[config.mk]
export PLATFORM = sky130hd
export DESIGN_NAME = data_format_unpacker
export DESIGN_NICKNAME = d
export VERILOG_FILES = /design/src/fmt_pkg.sv /design/src/fp_classify.sv /design/src/mem_layout.sv /design/src/data_format_unpacker.sv
export SDC_FILE = /design/constraint.sdc
export NUM_CORES = 1
export LEC_CHECK = 0
export BUFFER_PORTS_ARGS = -buffer_cell sky130_fd_sc_hd__buf_2
export CAP_MARGIN = 5
export CORE_AREA = 10 10 448 450
export DETAILED_ROUTE_END_ITERATION = 10
export DIE_AREA = 0 0 458 460
export SETUP_SLACK_MARGIN = 0.3
export SLEW_MARGIN = 20
export SYNTH_ARGS = -nofsm -noshare
export SYNTH_HDL_FRONTEND = slang
export SYNTH_SLANG_ARGS = --single-unit
export TNS_END_PERCENT = 5
[constraint.sdc]
create_clock -name clk -period 8.5 [get_ports clk]
set_clock_uncertainty 0.2 [all_clocks]
set_input_delay 1.7 -clock clk [delete_from_list [all_inputs] [get_ports clk]]
set_output_delay 1.7 -clock clk [all_outputs]
set_load 0.005 [all_outputs]
[src/fmt_pkg.sv]
package fmt_pkg;

// ==========================================
// integer formats
localparam int REG_W = 64;
localparam int WORD_W = 32;
localparam int TAG_W = 2;
localparam int TAGVAL_W = 30;

typedef enum logic [1:0] {
    INT_BYTE,
    INT_HALF,
    INT_WORD,
    INT_DOUBLE
} int_size_t;

typedef enum logic [1:0] {
    FP_SINGLE,
    FP_DOUBLE,
    FP_QUAD
} fp_prec_t;

typedef enum logic [2:0] {
    CLS_ZERO,
    CLS_SUBNORMAL,
    CLS_NORMAL,
    CLS_INFINITY,
    CLS_QNAN,
    CLS_SNAN
} fp_class_t;

// ==========================================
// floating-point field layout
localparam int SP_EXP_W = 8;
localparam int SP_FRAC_W = 23;
localparam int DP_EXP_W = 11;
localparam int DP_FRAC_W = 52;
localparam int QP_EXP_W = 15;
localparam int QP_FRAC_W = 112;
localparam logic [15:0] SP_BIAS = 16'h007f;
localparam logic [15:0] DP_BIAS = 16'h03ff;
localparam logic [15:0] QP_BIAS = 16'h3fff;
localparam logic [15:0] SP_EMIN = 16'hff82;
localparam logic [15:0] DP_EMIN = 16'hfc02;
localparam logic [15:0] QP_EMIN = 16'hc002;

// ==========================================
// alignment and register numbering
localparam logic [2:0] WORD_ALIGN_MASK = 3'h3;
localparam logic [3:0] DBL_ALIGN_MASK = 4'h7;
localparam logic [3:0] QUAD_ALIGN_MASK = 4'hf;
localparam logic [5:0] ODD_REG_LIMIT = 6'h1f;

typedef struct packed {
    logic sign;
    logic [15:0] exp_unbiased;
    logic [QP_FRAC_W-1:0] frac;
    logic implicit_one;
    fp_class_t cls;
} fp_decoded_t;

typedef struct packed {
    logic [REG_W-1:0] signed_value;
    logic [REG_W-1:0] unsigned_value;
    logic [TAG_W-1:0] tag;
    logic [REG_W-1:0] tag_value;
} int_decoded_t;

endpackage

[src/fp_classify.sv]
`timescale 1ns/1ps
module fp_classify
    import fmt_pkg::*;
(
    input wire fp_prec_t prec,
    input wire logic [127:0] value,
    output fp_decoded_t dec
);
    logic [QP_EXP_W-1:0] e;
    logic [QP_EXP_W-1:0] emax;
    logic [15:0] bias;
    logic [15:0] emin;
    logic [QP_FRAC_W-1:0] f;
    logic msb;

    always_comb begin
        e = '0;
        f = '0;
        emax = '0;
        bias = SP_BIAS;
        emin = SP_EMIN;
        dec.sign = 1'b0;
        case (prec)
            FP_SINGLE: begin
                dec.sign = value[31];
                e = {7'h00, value[30:23]};
                f = {value[22:0], 89'h0};
                emax = 15'h00ff;
            end
            FP_DOUBLE: begin
                dec.sign = value[63];
                e = {4'h0, value[62:52]};
                f = {value[51:0], 60'h0};
                emax = 15'h07ff;
                bias = DP_BIAS;
                emin = DP_EMIN;
            end
            default: begin
                dec.sign = value[127];
                e = value[126:112];
                f = value[111:0];
                emax = 15'h7fff;
                bias = QP_BIAS;
                emin = QP_EMIN;
            end
        endcase
        msb = f[QP_FRAC_W-1];
        dec.frac = f;
        dec.implicit_one = 1'b0;
        dec.exp_unbiased = emin;
        if (e == emax) begin
            if (f == '0) begin
                dec.cls = CLS_INFINITY;
            end else if (msb) begin
                dec.cls = CLS_QNAN;
            end else begin
                dec.cls = CLS_SNAN;
            end
        end else if (e == '0) begin
            dec.cls = (f == '0) ? CLS_ZERO : CLS_SUBNORMAL;
        end else begin
            dec.cls = CLS_NORMAL;
            dec.implicit_one = 1'b1;
            dec.exp_unbiased = {1'b0, e} - bias;
        end
    end
endmodule

[src/mem_layout.sv]
`timescale 1ns/1ps
module mem_layout
    import fmt_pkg::*;
(
    input wire logic little_endian,
    input wire logic [127:0] value,
    output logic [127:0] mem_image
);
    logic [127:0] be_image;

    always_comb begin
        be_image = value;
        mem_image = be_image;
        if (little_endian) begin
            for (int i = 0; i < 16; i++) begin
                mem_image[i*8 +: 8] = be_image[(15-i)*8 +: 8];
            end
        end
    end
endmodule

[src/data_format_unpacker.sv]
`timescale 1ns/1ps
// What this block does
// - signed integers sign-extend as two's complement
// - unsigned data zero-extends to register width
// - tagged word: low two bits tag
// - integer results are 64 bits wide
// - doubleword and extended-word share memory layout
// - big-endian: high word at lowest address
// - little-endian reverses word and byte order
// - float encodings follow binary IEEE 754
// - single: sign, 8-bit exponent, 23-bit fraction
// - normal bias 127; exponent zero subnormal
// - zero exponent and fraction is signed zero
// - double: 11-bit exponent, bias 1023, 52 fraction
// - quad: 15-bit exponent, bias 16383, 112 fraction
// - max exponent, fraction msb set: quiet NaN
// - max exponent, msb clear, nonzero: signalling NaN
// - max exponent, zero fraction: signed infinity
// - double accepted word-aligned; 8-byte only advised
// - quad accepted word-aligned; 16-byte only advised
// - odd halves addressable only at register <=31
module data_format_unpacker
    import fmt_pkg::*;
(
    input wire logic clk,
    input wire logic sys_rst,
    input wire logic op_valid,
    input wire int_size_t int_size,
    input wire logic [63:0] int_operand,
    input wire fp_prec_t fp_prec,
    input wire logic [127:0] fp_operand,
    input wire logic little_endian,
    input wire logic [31:0] mem_addr,
    input wire logic [5:0] fp_reg_num,
    input wire logic [4:0] pair_reg_num,
    output logic result_valid_r,
    output int_decoded_t int_result_r,
    output fp_decoded_t fp_result_r,
    output logic [127:0] mem_image_r,
    output logic [31:0] signed_double_high_word_r,
    output logic [31:0] signed_double_low_word_r,
    output logic [63:0] signed_extended_value_r,
    output logic [31:0] unsigned_double_high_word_r,
    output logic [31:0] unsigned_double_low_word_r,
    output logic [63:0] unsigned_extended_value_r,
    output logic [31:0] fp_double_upper_word_r,
    output logic [31:0] fp_double_lower_word_r,
    output logic [31:0] fp_quad_word_first_r,
    output logic [31:0] fp_quad_word_second_r,
    output logic [31:0] fp_quad_word_third_r,
    output logic [31:0] fp_quad_word_fourth_r,
    output logic [4:0] pair_high_reg_r,
    output logic [4:0] pair_low_reg_r,
    output logic align_error_r,
    output logic align_advised_r,
    output logic odd_reg_ok_r
);
    // ==========================================
    // submodules
    fp_decoded_t fp_dec;
    logic [127:0] mem_image;
    logic [127:0] layout_in;

    fp_classify u_classify (
        .prec(fp_prec),
        .value(fp_operand),
        .dec(fp_dec)
    );

    mem_layout u_layout (
        .little_endian(little_endian),
        .value(layout_in),
        .mem_image(mem_image)
    );

    // ==========================================
    // integer extension
    logic [63:0] sx;
    logic [63:0] ux;

    always_comb begin
        case (int_size)
            INT_BYTE: begin
                sx = {{56{int_operand[7]}}, int_operand[7:0]};
                ux = {56'h0, int_operand[7:0]};
            end
            INT_HALF: begin
                sx = {{48{int_operand[15]}}, int_operand[15:0]};
                ux = {48'h0, int_operand[15:0]};
            end
            INT_WORD: begin
                sx = {{32{int_operand[31]}}, int_operand[31:0]};
                ux = {32'h0, int_operand[31:0]};
            end
            default: begin
                sx = int_operand;
                ux = int_operand;
            end
        endcase
        layout_in = (fp_prec == FP_SINGLE || fp_prec == FP_QUAD) ? fp_operand
                                                                  : {64'h0, int_operand};
        if (fp_prec == FP_DOUBLE) begin
            layout_in = {64'h0, fp_operand[63:0]};
        end
    end

    // ==========================================
    // result strobe
    logic result_valid_nxt;

    always_comb begin
        result_valid_nxt = op_valid;
    end

    always_ff @(posedge clk) begin
        if (sys_rst) begin
            result_valid_r <= 1'b0;
        end else begin
            result_valid_r <= result_valid_nxt;
        end
    end

    // ==========================================
    // integer results
    int_decoded_t int_nxt;
    logic [31:0] sd_hi_nxt;
    logic [31:0] sd_lo_nxt;
    logic [63:0] sx_nxt;
    logic [31:0] ud_hi_nxt;
    logic [31:0] ud_lo_nxt;
    logic [63:0] ux_nxt;

    always_comb begin
        int_nxt = int_result_r;
        sd_hi_nxt = signed_double_high_word_r;
        sd_lo_nxt = signed_double_low_word_r;
        sx_nxt = signed_extended_value_r;
        ud_hi_nxt = unsigned_double_high_word_r;
        ud_lo_nxt = unsigned_double_low_word_r;
        ux_nxt = unsigned_extended_value_r;
        if (op_valid) begin
            int_nxt.signed_value = sx;
            int_nxt.unsigned_value = ux;
            int_nxt.tag = int_operand[TAG_W-1:0];
            int_nxt.tag_value = {{34{int_operand[31]}}, int_operand[31:TAG_W]};
            sd_hi_nxt = sx[63:32];
            sd_lo_nxt = sx[31:0];
            sx_nxt = sx;
            ud_hi_nxt = ux[63:32];
            ud_lo_nxt = ux[31:0];
            ux_nxt = ux;
        end
    end

    always_ff @(posedge clk) begin
        if (sys_rst) begin
            int_result_r <= '0;
            signed_double_high_word_r <= '0;
            signed_double_low_word_r <= '0;
            signed_extended_value_r <= '0;
            unsigned_double_high_word_r <= '0;
            unsigned_double_low_word_r <= '0;
            unsigned_extended_value_r <= '0;
        end else begin
            int_result_r <= int_nxt;
            signed_double_high_word_r <= sd_hi_nxt;
            signed_double_low_word_r <= sd_lo_nxt;
            signed_extended_value_r <= sx_nxt;
            unsigned_double_high_word_r <= ud_hi_nxt;
            unsigned_double_low_word_r <= ud_lo_nxt;
            unsigned_extended_value_r <= ux_nxt;
        end
    end

    // ==========================================
    // register pair
    logic [4:0] pair_hi_nxt;
    logic [4:0] pair_lo_nxt;

    always_comb begin
        pair_hi_nxt = pair_high_reg_r;
        pair_lo_nxt = pair_low_reg_r;
        if (op_valid) begin
            pair_hi_nxt = {pair_reg_num[4:1], 1'b0};
            pair_lo_nxt = {pair_reg_num[4:1], 1'b1};
        end
    end

    always_ff @(posedge clk) begin
        if (sys_rst) begin
            pair_high_reg_r <= '0;
            pair_low_reg_r <= '0;
        end else begin
            pair_high_reg_r <= pair_hi_nxt;
            pair_low_reg_r <= pair_lo_nxt;
        end
    end

    // ==========================================
    // float decode
    fp_decoded_t fp_nxt;

    always_comb begin
        fp_nxt = fp_result_r;
        if (op_valid) begin
            fp_nxt = fp_dec;
        end
    end

    always_ff @(posedge clk) begin
        if (sys_rst) begin
            fp_result_r <= '0;
        end else begin
            fp_result_r <= fp_nxt;
        end
    end

    // ==========================================
    // float word split
    logic [31:0] fd_hi_nxt;
    logic [31:0] fd_lo_nxt;
    logic [31:0] q0_nxt;
    logic [31:0] q1_nxt;
    logic [31:0] q2_nxt;
    logic [31:0] q3_nxt;

    always_comb begin
        fd_hi_nxt = fp_double_upper_word_r;
        fd_lo_nxt = fp_double_lower_word_r;
        q0_nxt = fp_quad_word_first_r;
        q1_nxt = fp_quad_word_second_r;
        q2_nxt = fp_quad_word_third_r;
        q3_nxt = fp_quad_word_fourth_r;
        if (op_valid) begin
            fd_hi_nxt = fp_operand[63:32];
            fd_lo_nxt = fp_operand[31:0];
            q0_nxt = fp_operand[127:96];
            q1_nxt = fp_operand[95:64];
            q2_nxt = fp_operand[63:32];
            q3_nxt = fp_operand[31:0];
        end
    end

    always_ff @(posedge clk) begin
        if (sys_rst) begin
            fp_double_upper_word_r <= '0;
            fp_double_lower_word_r <= '0;
            fp_quad_word_first_r <= '0;
            fp_quad_word_second_r <= '0;
            fp_quad_word_third_r <= '0;
            fp_quad_word_fourth_r <= '0;
        end else begin
            fp_double_upper_word_r <= fd_hi_nxt;
            fp_double_lower_word_r <= fd_lo_nxt;
            fp_quad_word_first_r <= q0_nxt;
            fp_quad_word_second_r <= q1_nxt;
            fp_quad_word_third_r <= q2_nxt;
            fp_quad_word_fourth_r <= q3_nxt;
        end
    end

    // ==========================================
    // memory image
    logic [127:0] mem_nxt;

    always_comb begin
        mem_nxt = mem_image_r;
        if (op_valid) begin
            mem_nxt = mem_image;
        end
    end

    always_ff @(posedge clk) begin
        if (sys_rst) begin
            mem_image_r <= '0;
        end else begin
            mem_image_r <= mem_nxt;
        end
    end

    // ==========================================
    // alignment and register flags
    logic align_err_nxt;
    logic align_adv_nxt;
    logic odd_ok_nxt;

    always_comb begin
        align_err_nxt = align_error_r;
        align_adv_nxt = align_advised_r;
        odd_ok_nxt = odd_reg_ok_r;
        if (op_valid) begin
            align_err_nxt = (mem_addr[1:0] & WORD_ALIGN_MASK[1:0]) != 2'h0;
            case (fp_prec)
                FP_DOUBLE: align_adv_nxt = (mem_addr[3:0] & DBL_ALIGN_MASK) == 4'h0;
                FP_QUAD: align_adv_nxt = (mem_addr[3:0] & QUAD_ALIGN_MASK) == 4'h0;
                default: align_adv_nxt = 1'b1;
            endcase
            odd_ok_nxt = !fp_reg_num[0] || (fp_reg_num <= ODD_REG_LIMIT);
        end
    end

    always_ff @(posedge clk) begin
        if (sys_rst) begin
            align_error_r <= 1'b0;
            align_advised_r <= 1'b0;
            odd_reg_ok_r <= 1'b0;
        end else begin
            align_error_r <= align_err_nxt;
            align_advised_r <= align_adv_nxt;
            odd_reg_ok_r <= odd_ok_nxt;
        end
    end
endmodule

==> results summary, run 1 <==
The flow ran to the end, and the final reports show no timing, DRC or antenna violations. The highest metal layer carrying signal wires in the routed design is met5. The number of placed I/O pins is 1,160.

The clock period minus worst slack came out at 5.58 ns. Ranked by total cell area, the synthesized netlist is headed by sky130_fd_sc_hd__dfxtp_1, sky130_fd_sc_hd__buf_4, sky130_fd_sc_hd__mux2i_1, sky130_fd_sc_hd__nor2_1, sky130_fd_sc_hd__a221oi_1. The placed wire-length estimate came out at 158,000 um.

The most common cell type on the critical path is sky130_fd_sc_hd__o21ai_0. The count of TritonRoute iterations in the first routing pass came out at 6. The average vias per placed instance came out at 4.18. The buffer levels on the longest clock path came out at 3. Wire segments on met2 add up to 94,700 um in the final route.

By startpoint and endpoint, the worst setup path is classified as in2reg. The synthesized design contains 0 enable-type register cells. For the worst setup path, the data required time is 8.92 ns.

The master cell of the clock root buffer is sky130_fd_sc_hd__clkbuf_16. The remaining design rule violation count came out at 0. In this run the power density over the cells is 224 nW/um2. For this design, the slowest cell found on the critical path is sky130_fd_sc_hd__nor2_1. The highest fanout seen on the critical path came out at 59. The endpoint of the most critical register-to-register path is signed_extended_value_r[31]. The number of post-CTS setup repair buffers is 0. The cell depth of the worst setup path is 13. The flip-flop and latch count after synthesis came out at 542. The critical path starts at fp_prec[1].

The largest net degree at the start of global routing is 159. The worst endpoint data arrival time is 6.01 ns. The complex-gate fraction of the synthesized area is 15.1%.

The most common cell in the netlist is sky130_fd_sc_hd__dfxtp_1. The post-cts repair resize count is 0. The number of distinct library cells after synthesis is 71. Once layout is complete, the cells apart from fillers number 6,078. The post-synthesis share of cell area spent on full adders, half adders and majority gates came out at 0.502%. The die boundary height came out at 460 um.

The relative max-transition margin is 26.9%. The number of DRC markers after the initial detailed-route iteration is 2,551. After detailed placement, the design holds a cell count of 5,912. The total grt overflow is 0. The tightest min-delay check is of the reg2reg type. The gate count after technology mapping is 2,820. The initial antenna violation count came out at 67. The cell area after synthesis came out at 24,900 um2. The async set-or-reset flop fraction in the synthesized netlist came out at 0%. The max-slew violation count came to 0. Setup repair after global routing left no endpoint under its margin. The maximum frequency from static timing analysis came out at 179 MHz.

The number of nets in the synthesized netlist came out at 3,073. In the final routed layout, each cell accounts on average for 33.1 um. For this run, the register share of the synthesized area comes to 43.5%.

Max-cap violations in this run came to 0. Grouping stages by cell kind, the critical path spends the most delay in buffers and inverters. The number of synthesis warnings came out at 0. Across all layers, the routed design uses 25.4k vias. The count of nets left with antenna violations once routing finished came out at 0. The clock latency on the worst-skew pair came out at 0.72 ns.

In the finished design, the share of the clock period the worst path needs comes to 65.7%. The simple logic cell fraction of the synthesized area is 15.8%. The H-tree generated during clock tree synthesis spans 3 levels.

STA classifies the critical path startpoint as an input port. The number of placement rows is 161. The post-layout net count is 3,713. The routed metal-1 wire length came out at 79,800 um. The number of buffers inserted by port buffering is 1,125. TritonCTS built the clock tree.

The capture point of the worst path is fp_result_r[128]. The setup-violating endpoint count in the final report came out at 0. By area, the combinational part of the netlist is dominated by simple AND/OR/NAND/NOR gates. Measured against the total synthesized area, the mux share comes to 9.62%. Dividing the synthesized area by the synthesized cell count gives 8.85 um2.

Walking the worst path, the cells encountered are buf_2, inv_1, ha_4, buf_4, o211ai_1, o21ai_1, ha_1, and2_1, nand3_1, nor4_4, nor2_1, o21ai_0, o21ai_0. The synthesized design spends more area on one cell type than any other, namely sky130_fd_sc_hd__dfxtp_1. The sum of negative setup slack is 0 ns. Routability-driven placement finished with a final weighted congestion of 0.790.

The xor and xnor fraction of the mapped netlist area is 0.386%. The length in cells of the worst reg-to-reg path came out at 2. The largest single stage delay on the critical path is 0.78 ns. The fraction of final layout cells with drive strength greater than 1 is 39.6%. The static leakage power is 15.1 nW. For this block, the routed nets add up to 201,000 um of wire. Counting the fill cells in the layout gives 21.5k. The slew at the pin closest to its max-slew limit came out at 1.09 ns. Together, buffers and inverters on the worst path number 3. Wire segments on met3 add up to 19,400 um in the final route. The via count of the first global-routing pass is 24.8k. STA classifies the critical path endpoint as a flip-flop.

The largest vdd supply drop came out at 136 uV. The starting utilization of the core area came out at 13.0%. The die covers 211,000 um2.

The first-pass GRT wire length is 254,000 um. After clock tree synthesis, the clock-pin slew on the worst setup and hold paths is 0.06 ns. In this run, CTS created clock tree buffers numbering 72. The chip width is 458 um. The cts-stage hold buffer count is 0. The number of endpoints with negative hold slack in the final report came out at 0. The share of the synthesized area in the top cell type is 43.5%.

The number of clock sinks seen by CTS came out at 542. The total routing resource utilization after global routing is 18.0%. The growth of design area from synthesis to finish came out at 32.3%. Sorting the synthesized cells by how often they occur yields sky130_fd_sc_hd__dfxtp_1, sky130_fd_sc_hd__buf_4, sky130_fd_sc_hd__nor2_1, sky130_fd_sc_hd__nand2_1, sky130_fd_sc_hd__clkbuf_1. The most used flip-flop cell after synthesis is sky130_fd_sc_hd__dfxtp_1. The startpoint of the lowest-slack register-to-register path is signed_extended_value_r[31]. The slack of the worst reg-to-reg path came out at 7.06 ns. The core area is 192,000 um2.
[per-layer routing]
metal	vias up	track usage, %
met5	-	0
met4	14	6.62
met3	287	6.10
met2	1686	30.3
met1	12575	21.2
li1	10856	-
[power by group]
group | leakage, nW | switching [mW] | internal (mW)
Combinational | 9.40 | 0.855 | 0.423
Sequential | 4.47 | 0.143 | 2.70
Clock | 1.20 | 1.41 | 1.87
Total | 15.1 | 2.41 | 4.99
[cells by family (layout without fill, tap and decap cells)]
family | after synthesis | in the layout
AND/OR/NAND/NOR | 881 | 881
buffers and inverters | 607 | 1306
flip-flops | 542 | 542
AO/OA/AOI/OAI | 536 | 536
multiplexers | 232 | 232
XOR/XNOR | 11 | 11
adder cells (fa/ha/maj) | 10 | 10
other | 1 | 34
[flip-flops by register name, summed over array words and instances, names as in the netlist]
| register | cells |
|---|---|
| fp_result_r | 133 |
| mem_image_r | 128 |
| fp_quad_word_first_r | 32 |
| fp_quad_word_fourth_r | 32 |
| fp_quad_word_second_r | 32 |
| fp_quad_word_third_r | 32 |
| signed_double_high_word_r | 32 |
| unsigned_double_high_word_r | 32 |
| int_result_r | 31 |
| signed_double_low_word_r | 24 |
| unsigned_double_low_word_r | 23 |
| pair_low_reg_r | 5 |
| align_advised_r | 1 |
| align_error_r | 1 |
| odd_reg_ok_r | 1 |
| result_valid_r | 1 |
| signed_extended_value_r | 1 |
| unsigned_extended_value_r | 1 |
[cell type report]
class	instances	area (um2)	share of cell area (%)
Clock buffer	96	2000	6.07
Timing Repair Buffer	1161	5970	18.1
Multi-Input combinational cell	1671	10400	31.5
Inverter	12	55.1	0.167
Antenna cell	33	82.6	0.250
Sequential cell	542	10900	32.9
Clock inverter	37	460	1.40
Tap cell	2526	3160	9.58
[placed cells by master (no fill, tap or decap), types with 5 or more instances in the layout]
| master | n |
|---|---|
| sky130_fd_sc_hd__clkbuf_8 | 9 |
| sky130_fd_sc_hd__ha_1 | 7 |
| sky130_fd_sc_hd__a211oi_1 | 35 |
| sky130_fd_sc_hd__nor3_1 | 137 |
| sky130_fd_sc_hd__a21oi_1 | 142 |
| sky130_fd_sc_hd__inv_6 | 14 |
| sky130_fd_sc_hd__diode_2 | 33 |
| sky130_fd_sc_hd__a31oi_1 | 52 |
| sky130_fd_sc_hd__nor3_2 | 6 |
| sky130_fd_sc_hd__nand3_1 | 13 |
| sky130_fd_sc_hd__mux2i_1 | 169 |
| sky130_fd_sc_hd__nand2_1 | 229 |
| sky130_fd_sc_hd__xnor2_1 | 7 |
| sky130_fd_sc_hd__o21ai_0 | 62 |
| sky130_fd_sc_hd__nor2_1 | 359 |
| sky130_fd_sc_hd__a22oi_1 | 6 |
| sky130_fd_sc_hd__inv_1 | 10 |
| sky130_fd_sc_hd__buf_4 | 33 |
| sky130_fd_sc_hd__buf_2 | 1122 |
| sky130_fd_sc_hd__a21boi_0 | 8 |
| sky130_fd_sc_hd__clkbuf_1 | 14 |
| sky130_fd_sc_hd__a22o_1 | 61 |
| sky130_fd_sc_hd__dfxtp_1 | 541 |
| sky130_fd_sc_hd__clkbuf_16 | 73 |
| sky130_fd_sc_hd__nand4_1 | 11 |
| sky130_fd_sc_hd__nor3b_1 | 30 |
| sky130_fd_sc_hd__mux2_2 | 63 |
| sky130_fd_sc_hd__and3_1 | 5 |
| sky130_fd_sc_hd__or2_2 | 19 |
| sky130_fd_sc_hd__a221oi_1 | 127 |
| sky130_fd_sc_hd__nor2b_1 | 28 |
| sky130_fd_sc_hd__clkinv_2 | 5 |
| sky130_fd_sc_hd__o31ai_1 | 5 |
| sky130_fd_sc_hd__nor4_1 | 18 |
| sky130_fd_sc_hd__o211ai_1 | 7 |
| sky130_fd_sc_hd__clkinv_4 | 6 |
| sky130_fd_sc_hd__bufinv_16 | 6 |
[worst min path at each step]
stage                     start                to  slack (ns)  depth (start not counted)
2_1_floorplan  fp_result_r[123]  fp_result_r[123]        0.25                          2
3_3_place_gp   fp_result_r[128]  fp_result_r[128]        0.24                          2
3_5_place_dp     fp_result_r[1]    fp_result_r[1]        0.25                          2
4_1_cts        fp_result_r[112]  fp_result_r[112]        0.26                          2
5_1_grt        fp_result_r[121]  fp_result_r[121]        0.28                          2
6_report       fp_result_r[112]  fp_result_r[112]        0.26                          2
[metrics by stage]
stage	power [mW]	utilization (%)	hold slack [ns]	cell area, um2	worst slack (ns)
floorplan	3.46	-	0.249	24900	3.76
global placement	4.19	15.9	0.242	30400	2.31
detailed placement	4.21	15.9	0.248	30400	2.16
CTS	7.54	17.2	0.264	32900	2.96
global route	7.70	17.2	0.281	32900	2.69
finish	7.40	17.2	0.263	33000	2.92
[worst reg2reg max path, delay by kind of cell, from the launching register on]
kind / cells / cell delay (ns)
flip-flops: 1 / 0.87
AND/OR/NAND/NOR: 1 / 0.11
AO/OA/AOI/OAI: 1 / 0.19
(Power assumes the default switching activity.)
==> inputs of run 2 (changes only) <==
--- a/config.mk
+++ b/config.mk
@@ -7,9 +7,9 @@
 export LEC_CHECK = 0
 export BUFFER_PORTS_ARGS = -buffer_cell sky130_fd_sc_hd__buf_2
 export CAP_MARGIN = 5
-export CORE_AREA = 10 10 448 450
+export CORE_AREA = 10 10 447 449
 export DETAILED_ROUTE_END_ITERATION = 10
-export DIE_AREA = 0 0 458 460
+export DIE_AREA = 0 0 457 459
 export SETUP_SLACK_MARGIN = 0.3
 export SLEW_MARGIN = 20
 export SYNTH_ARGS = -nofsm -noshare
==> constraint.sdc (replaced) <==
create_clock -name clk -period 4.99 [get_ports clk]
set_clock_uncertainty 0.2 [all_clocks]
set_input_delay 0.998 -clock clk [delete_from_list [all_inputs] [get_ports clk]]
set_output_delay 0.998 -clock clk [all_outputs]
set_load 0.005 [all_outputs]
==> run 2 against run 1 <==
First-iteration DRC count shrank 3.3%. Register-to-register slack got worse by 3.4 ns. Largest cell class unchanged. Sequential power increased by 70%. Combinational power rose by 74%.
==> results summary, run 2 (synthesized netlist as in run 1, its figures left out) <==
Dividing the detail-routed wire length by the instance count gives 33.3 um. The total grt overflow is 0. The slowest library cell on the worst path is sky130_fd_sc_hd__ha_2. The register clock-pin slew on the reported worst setup and hold paths came out at 0.06 ns. The flip-flop and latch area came out at 10,900 um2.

Of the available clock period, the critical path in the final layout requires 77.7%. The via count of the first global-routing pass came out at 25.0k. The critical path in this run is classified as in2reg.

Tracing the worst setup path back leads to its startpoint at fp_prec[1]. Summing all placed instances gives a cell area of 30,700 um2. Once detailed placement completed, the half-perimeter wirelength came to 163,000 um. Clock tree synthesis selected as its root buffer the cell sky130_fd_sc_hd__clkbuf_16. Global routing used 18.3% of the available tracks. Once the clock tree was built, the setup fixing pass inserted 0 buffers. The fraction of final layout cells with drive strength greater than 1 is 40.1%.

The worst path buffer plus inverter count came out at 3. On the final layout, the worst hold slack is 0.261 ns. The count of TritonRoute iterations in the first routing pass came out at 7. The slew at the pin closest to its max-slew limit is 1.05 ns. The number of nets still failing antenna checks after routing came out at 0. The utilization after layout is 17.4%. The H-tree level count came out at 3.

The finished cells cover 33,300 um2. The post-layout net count came out at 3,734. The design draws 12.8 mW. The worst setup path is launched from an input port.

The flip-flop count of the largest register after layout came out at 133. In this run, CTS created clock tree buffers numbering 73. For flop-to-flop paths, the worst setup slack is 3.63 ns. The largest net degree at the start of global routing is 155. Max-cap violations in this run came to 0. The dominant delay contributor by cell family on the critical path is simple AND/OR/NAND/NOR gates. The number of clock sinks seen by CTS came out at 542. The static leakage power is 15.2 nW. The TritonCTS clock tree is yes. The critical path's largest stage delay came out at 0.53 ns. The max-slew violation count was 0. The growth of design area from synthesis to finish is 33.6%. Using the TritonRoute via totals, the vias-per-cell ratio works out to 4.20.

The chip width came out at 457 um. The post-layout instance count excluding filler cells is 6,095. The total die area came out at 210,000 um2. The setup-violating endpoint count in the final report is 0. The number of placed I/O pins is 1,160. The cts-stage hold buffer count came out at 0. Wires add up to 203,000 um. STA classifies the critical path endpoint as a flip-flop.

The number of cells on the worst reg-to-reg path is 2. The worst hold path begins at fp_result_r[98]. The final critical-path setup slack is 1.11 ns.

The starting utilization of the core area came out at 13.0%. The number of endpoints with negative hold slack in the final report came out at 0. The core area is 191,000 um2. For this block, the initial DRC count from the detailed router was 2,468.

The post-cts repair resize count came out at 0. The buffer levels on the longest clock path is 3. The first-pass GRT wire length is 257,000 um. Leaving out fill and tap cells, the most frequent cells in the layout are sky130_fd_sc_hd__buf_2, sky130_fd_sc_hd__dfxtp_1, sky130_fd_sc_hd__nor2_1, sky130_fd_sc_hd__nand2_1, sky130_fd_sc_hd__mux2i_1. The largest vdd supply drop is 214 uV. The total power per unit cell area is 383 nW/um2. The number of placement rows is 161. The worst path required time is 5.37 ns. The flow ran to the end, and the final reports show no timing, DRC or antenna violations.

The floorplan step set the die height to 459 um. The relative max-transition margin came out at 29.9%. In this run the worst hold path is classified as reg2reg. The sum of negative setup slack is 0 ns.

The clock latency on the worst-skew pair is 0.70 ns. In this run the worst setup path terminates at fp_result_r[127]. Data arrives at the worst endpoint at 4.26 ns. Derived from the worst setup path, the maximum achievable clock frequency is 258 MHz. The area of combinational cells with multiple inputs is 10,400 um2. The worst path in the final design needs a cycle of 3.88 ns, including I/O delays and setup.

The initial antenna violation count was 71. The most common cell after layout, fill and taps aside is sky130_fd_sc_hd__buf_2. The largest registers in the layout are fp_result_r (133), mem_image_r (128).

fp_result_r holds more flip-flops than any other register. The total via count in the routed design is 25.6k. The endpoint of the most critical register-to-register path is signed_double_low_word_r[1]. The number of buffers inserted by port buffering is 1,125. Walking the worst path, the cells encountered are buf_2, inv_1, ha_2, or2_4, o21ai_0, ha_1, and2_1, nand3_1, nor4_4, nor2_1, buf_4, o21ai_0, a2bb2oi_1. Among the stages of the critical path, the cell type that occurs most often is sky130_fd_sc_hd__o21ai_0. The final estimated routing congestion in global placement came out at 0.821.

The cell depth of the worst setup path is 13. After filler insertion, the fill cell instance count of the layout stands at 21.5k. The highest fanout seen on the critical path is 19. After detailed placement, the design holds a cell count of 5,932. Setup repair after global routing left no endpoint under its margin.

The post-place setup slack came out at 0.460 ns. The startpoint identified for the worst register-to-register timing path is signed_double_low_word_r[1]. For this run, design rule violations remaining after detail routing come to 0.
==> run 2: routing by layer <==
layer | vias to the layer above | GRT usage (%) | routed length [um]
li1 | 10915 | - | -
met1 | 12580 | 21.4 | 79500
met2 | 1764 | 30.4 | 94000
met3 | 316 | 6.53 | 20600
met4 | 14 | 7.64 | 8650
met5 | - | 0 | 94
==> run 2: final cells by class <==
cell class | count | area share [%]
Inverter | 12 | 0.165
Tap cell | 2526 | 9.48
Clock buffer | 89 | 5.90
Sequential cell | 542 | 32.6
Timing Repair Buffer | 1181 | 18.7
Clock inverter | 44 | 1.77
Antenna cell | 30 | 0.225
Multi-Input combinational cell | 1671 | 31.2
==> run 2: worst min path at each step <==
stage / endpoint / slack [ns] / cells past startpoint
finish: fp_result_r[98] / 0.26 / 2
global route: odd_reg_ok_r / 0.25 / 2
CTS: odd_reg_ok_r / 0.20 / 2
detailed placement: fp_result_r[1] / 0.24 / 2
global placement: fp_result_r[1] / 0.24 / 2
floorplan: fp_result_r[123] / 0.25 / 2
==> run 2: power breakdown <==
part | internal (mW) | leakage [nW] | switching (mW)
clock | 3.30 | 1.24 | 2.41
sequential | 4.60 | 4.47 | 0.238
combinational | 0.740 | 9.53 | 1.49
==> run 2: worst register-to-register path: cells and delay by family (launching register included) <==
family | cells | cell delay [ns]
and+or+nand+nor | 1 | 0.11
muxes | 1 | 0.15
DFF | 1 | 0.83
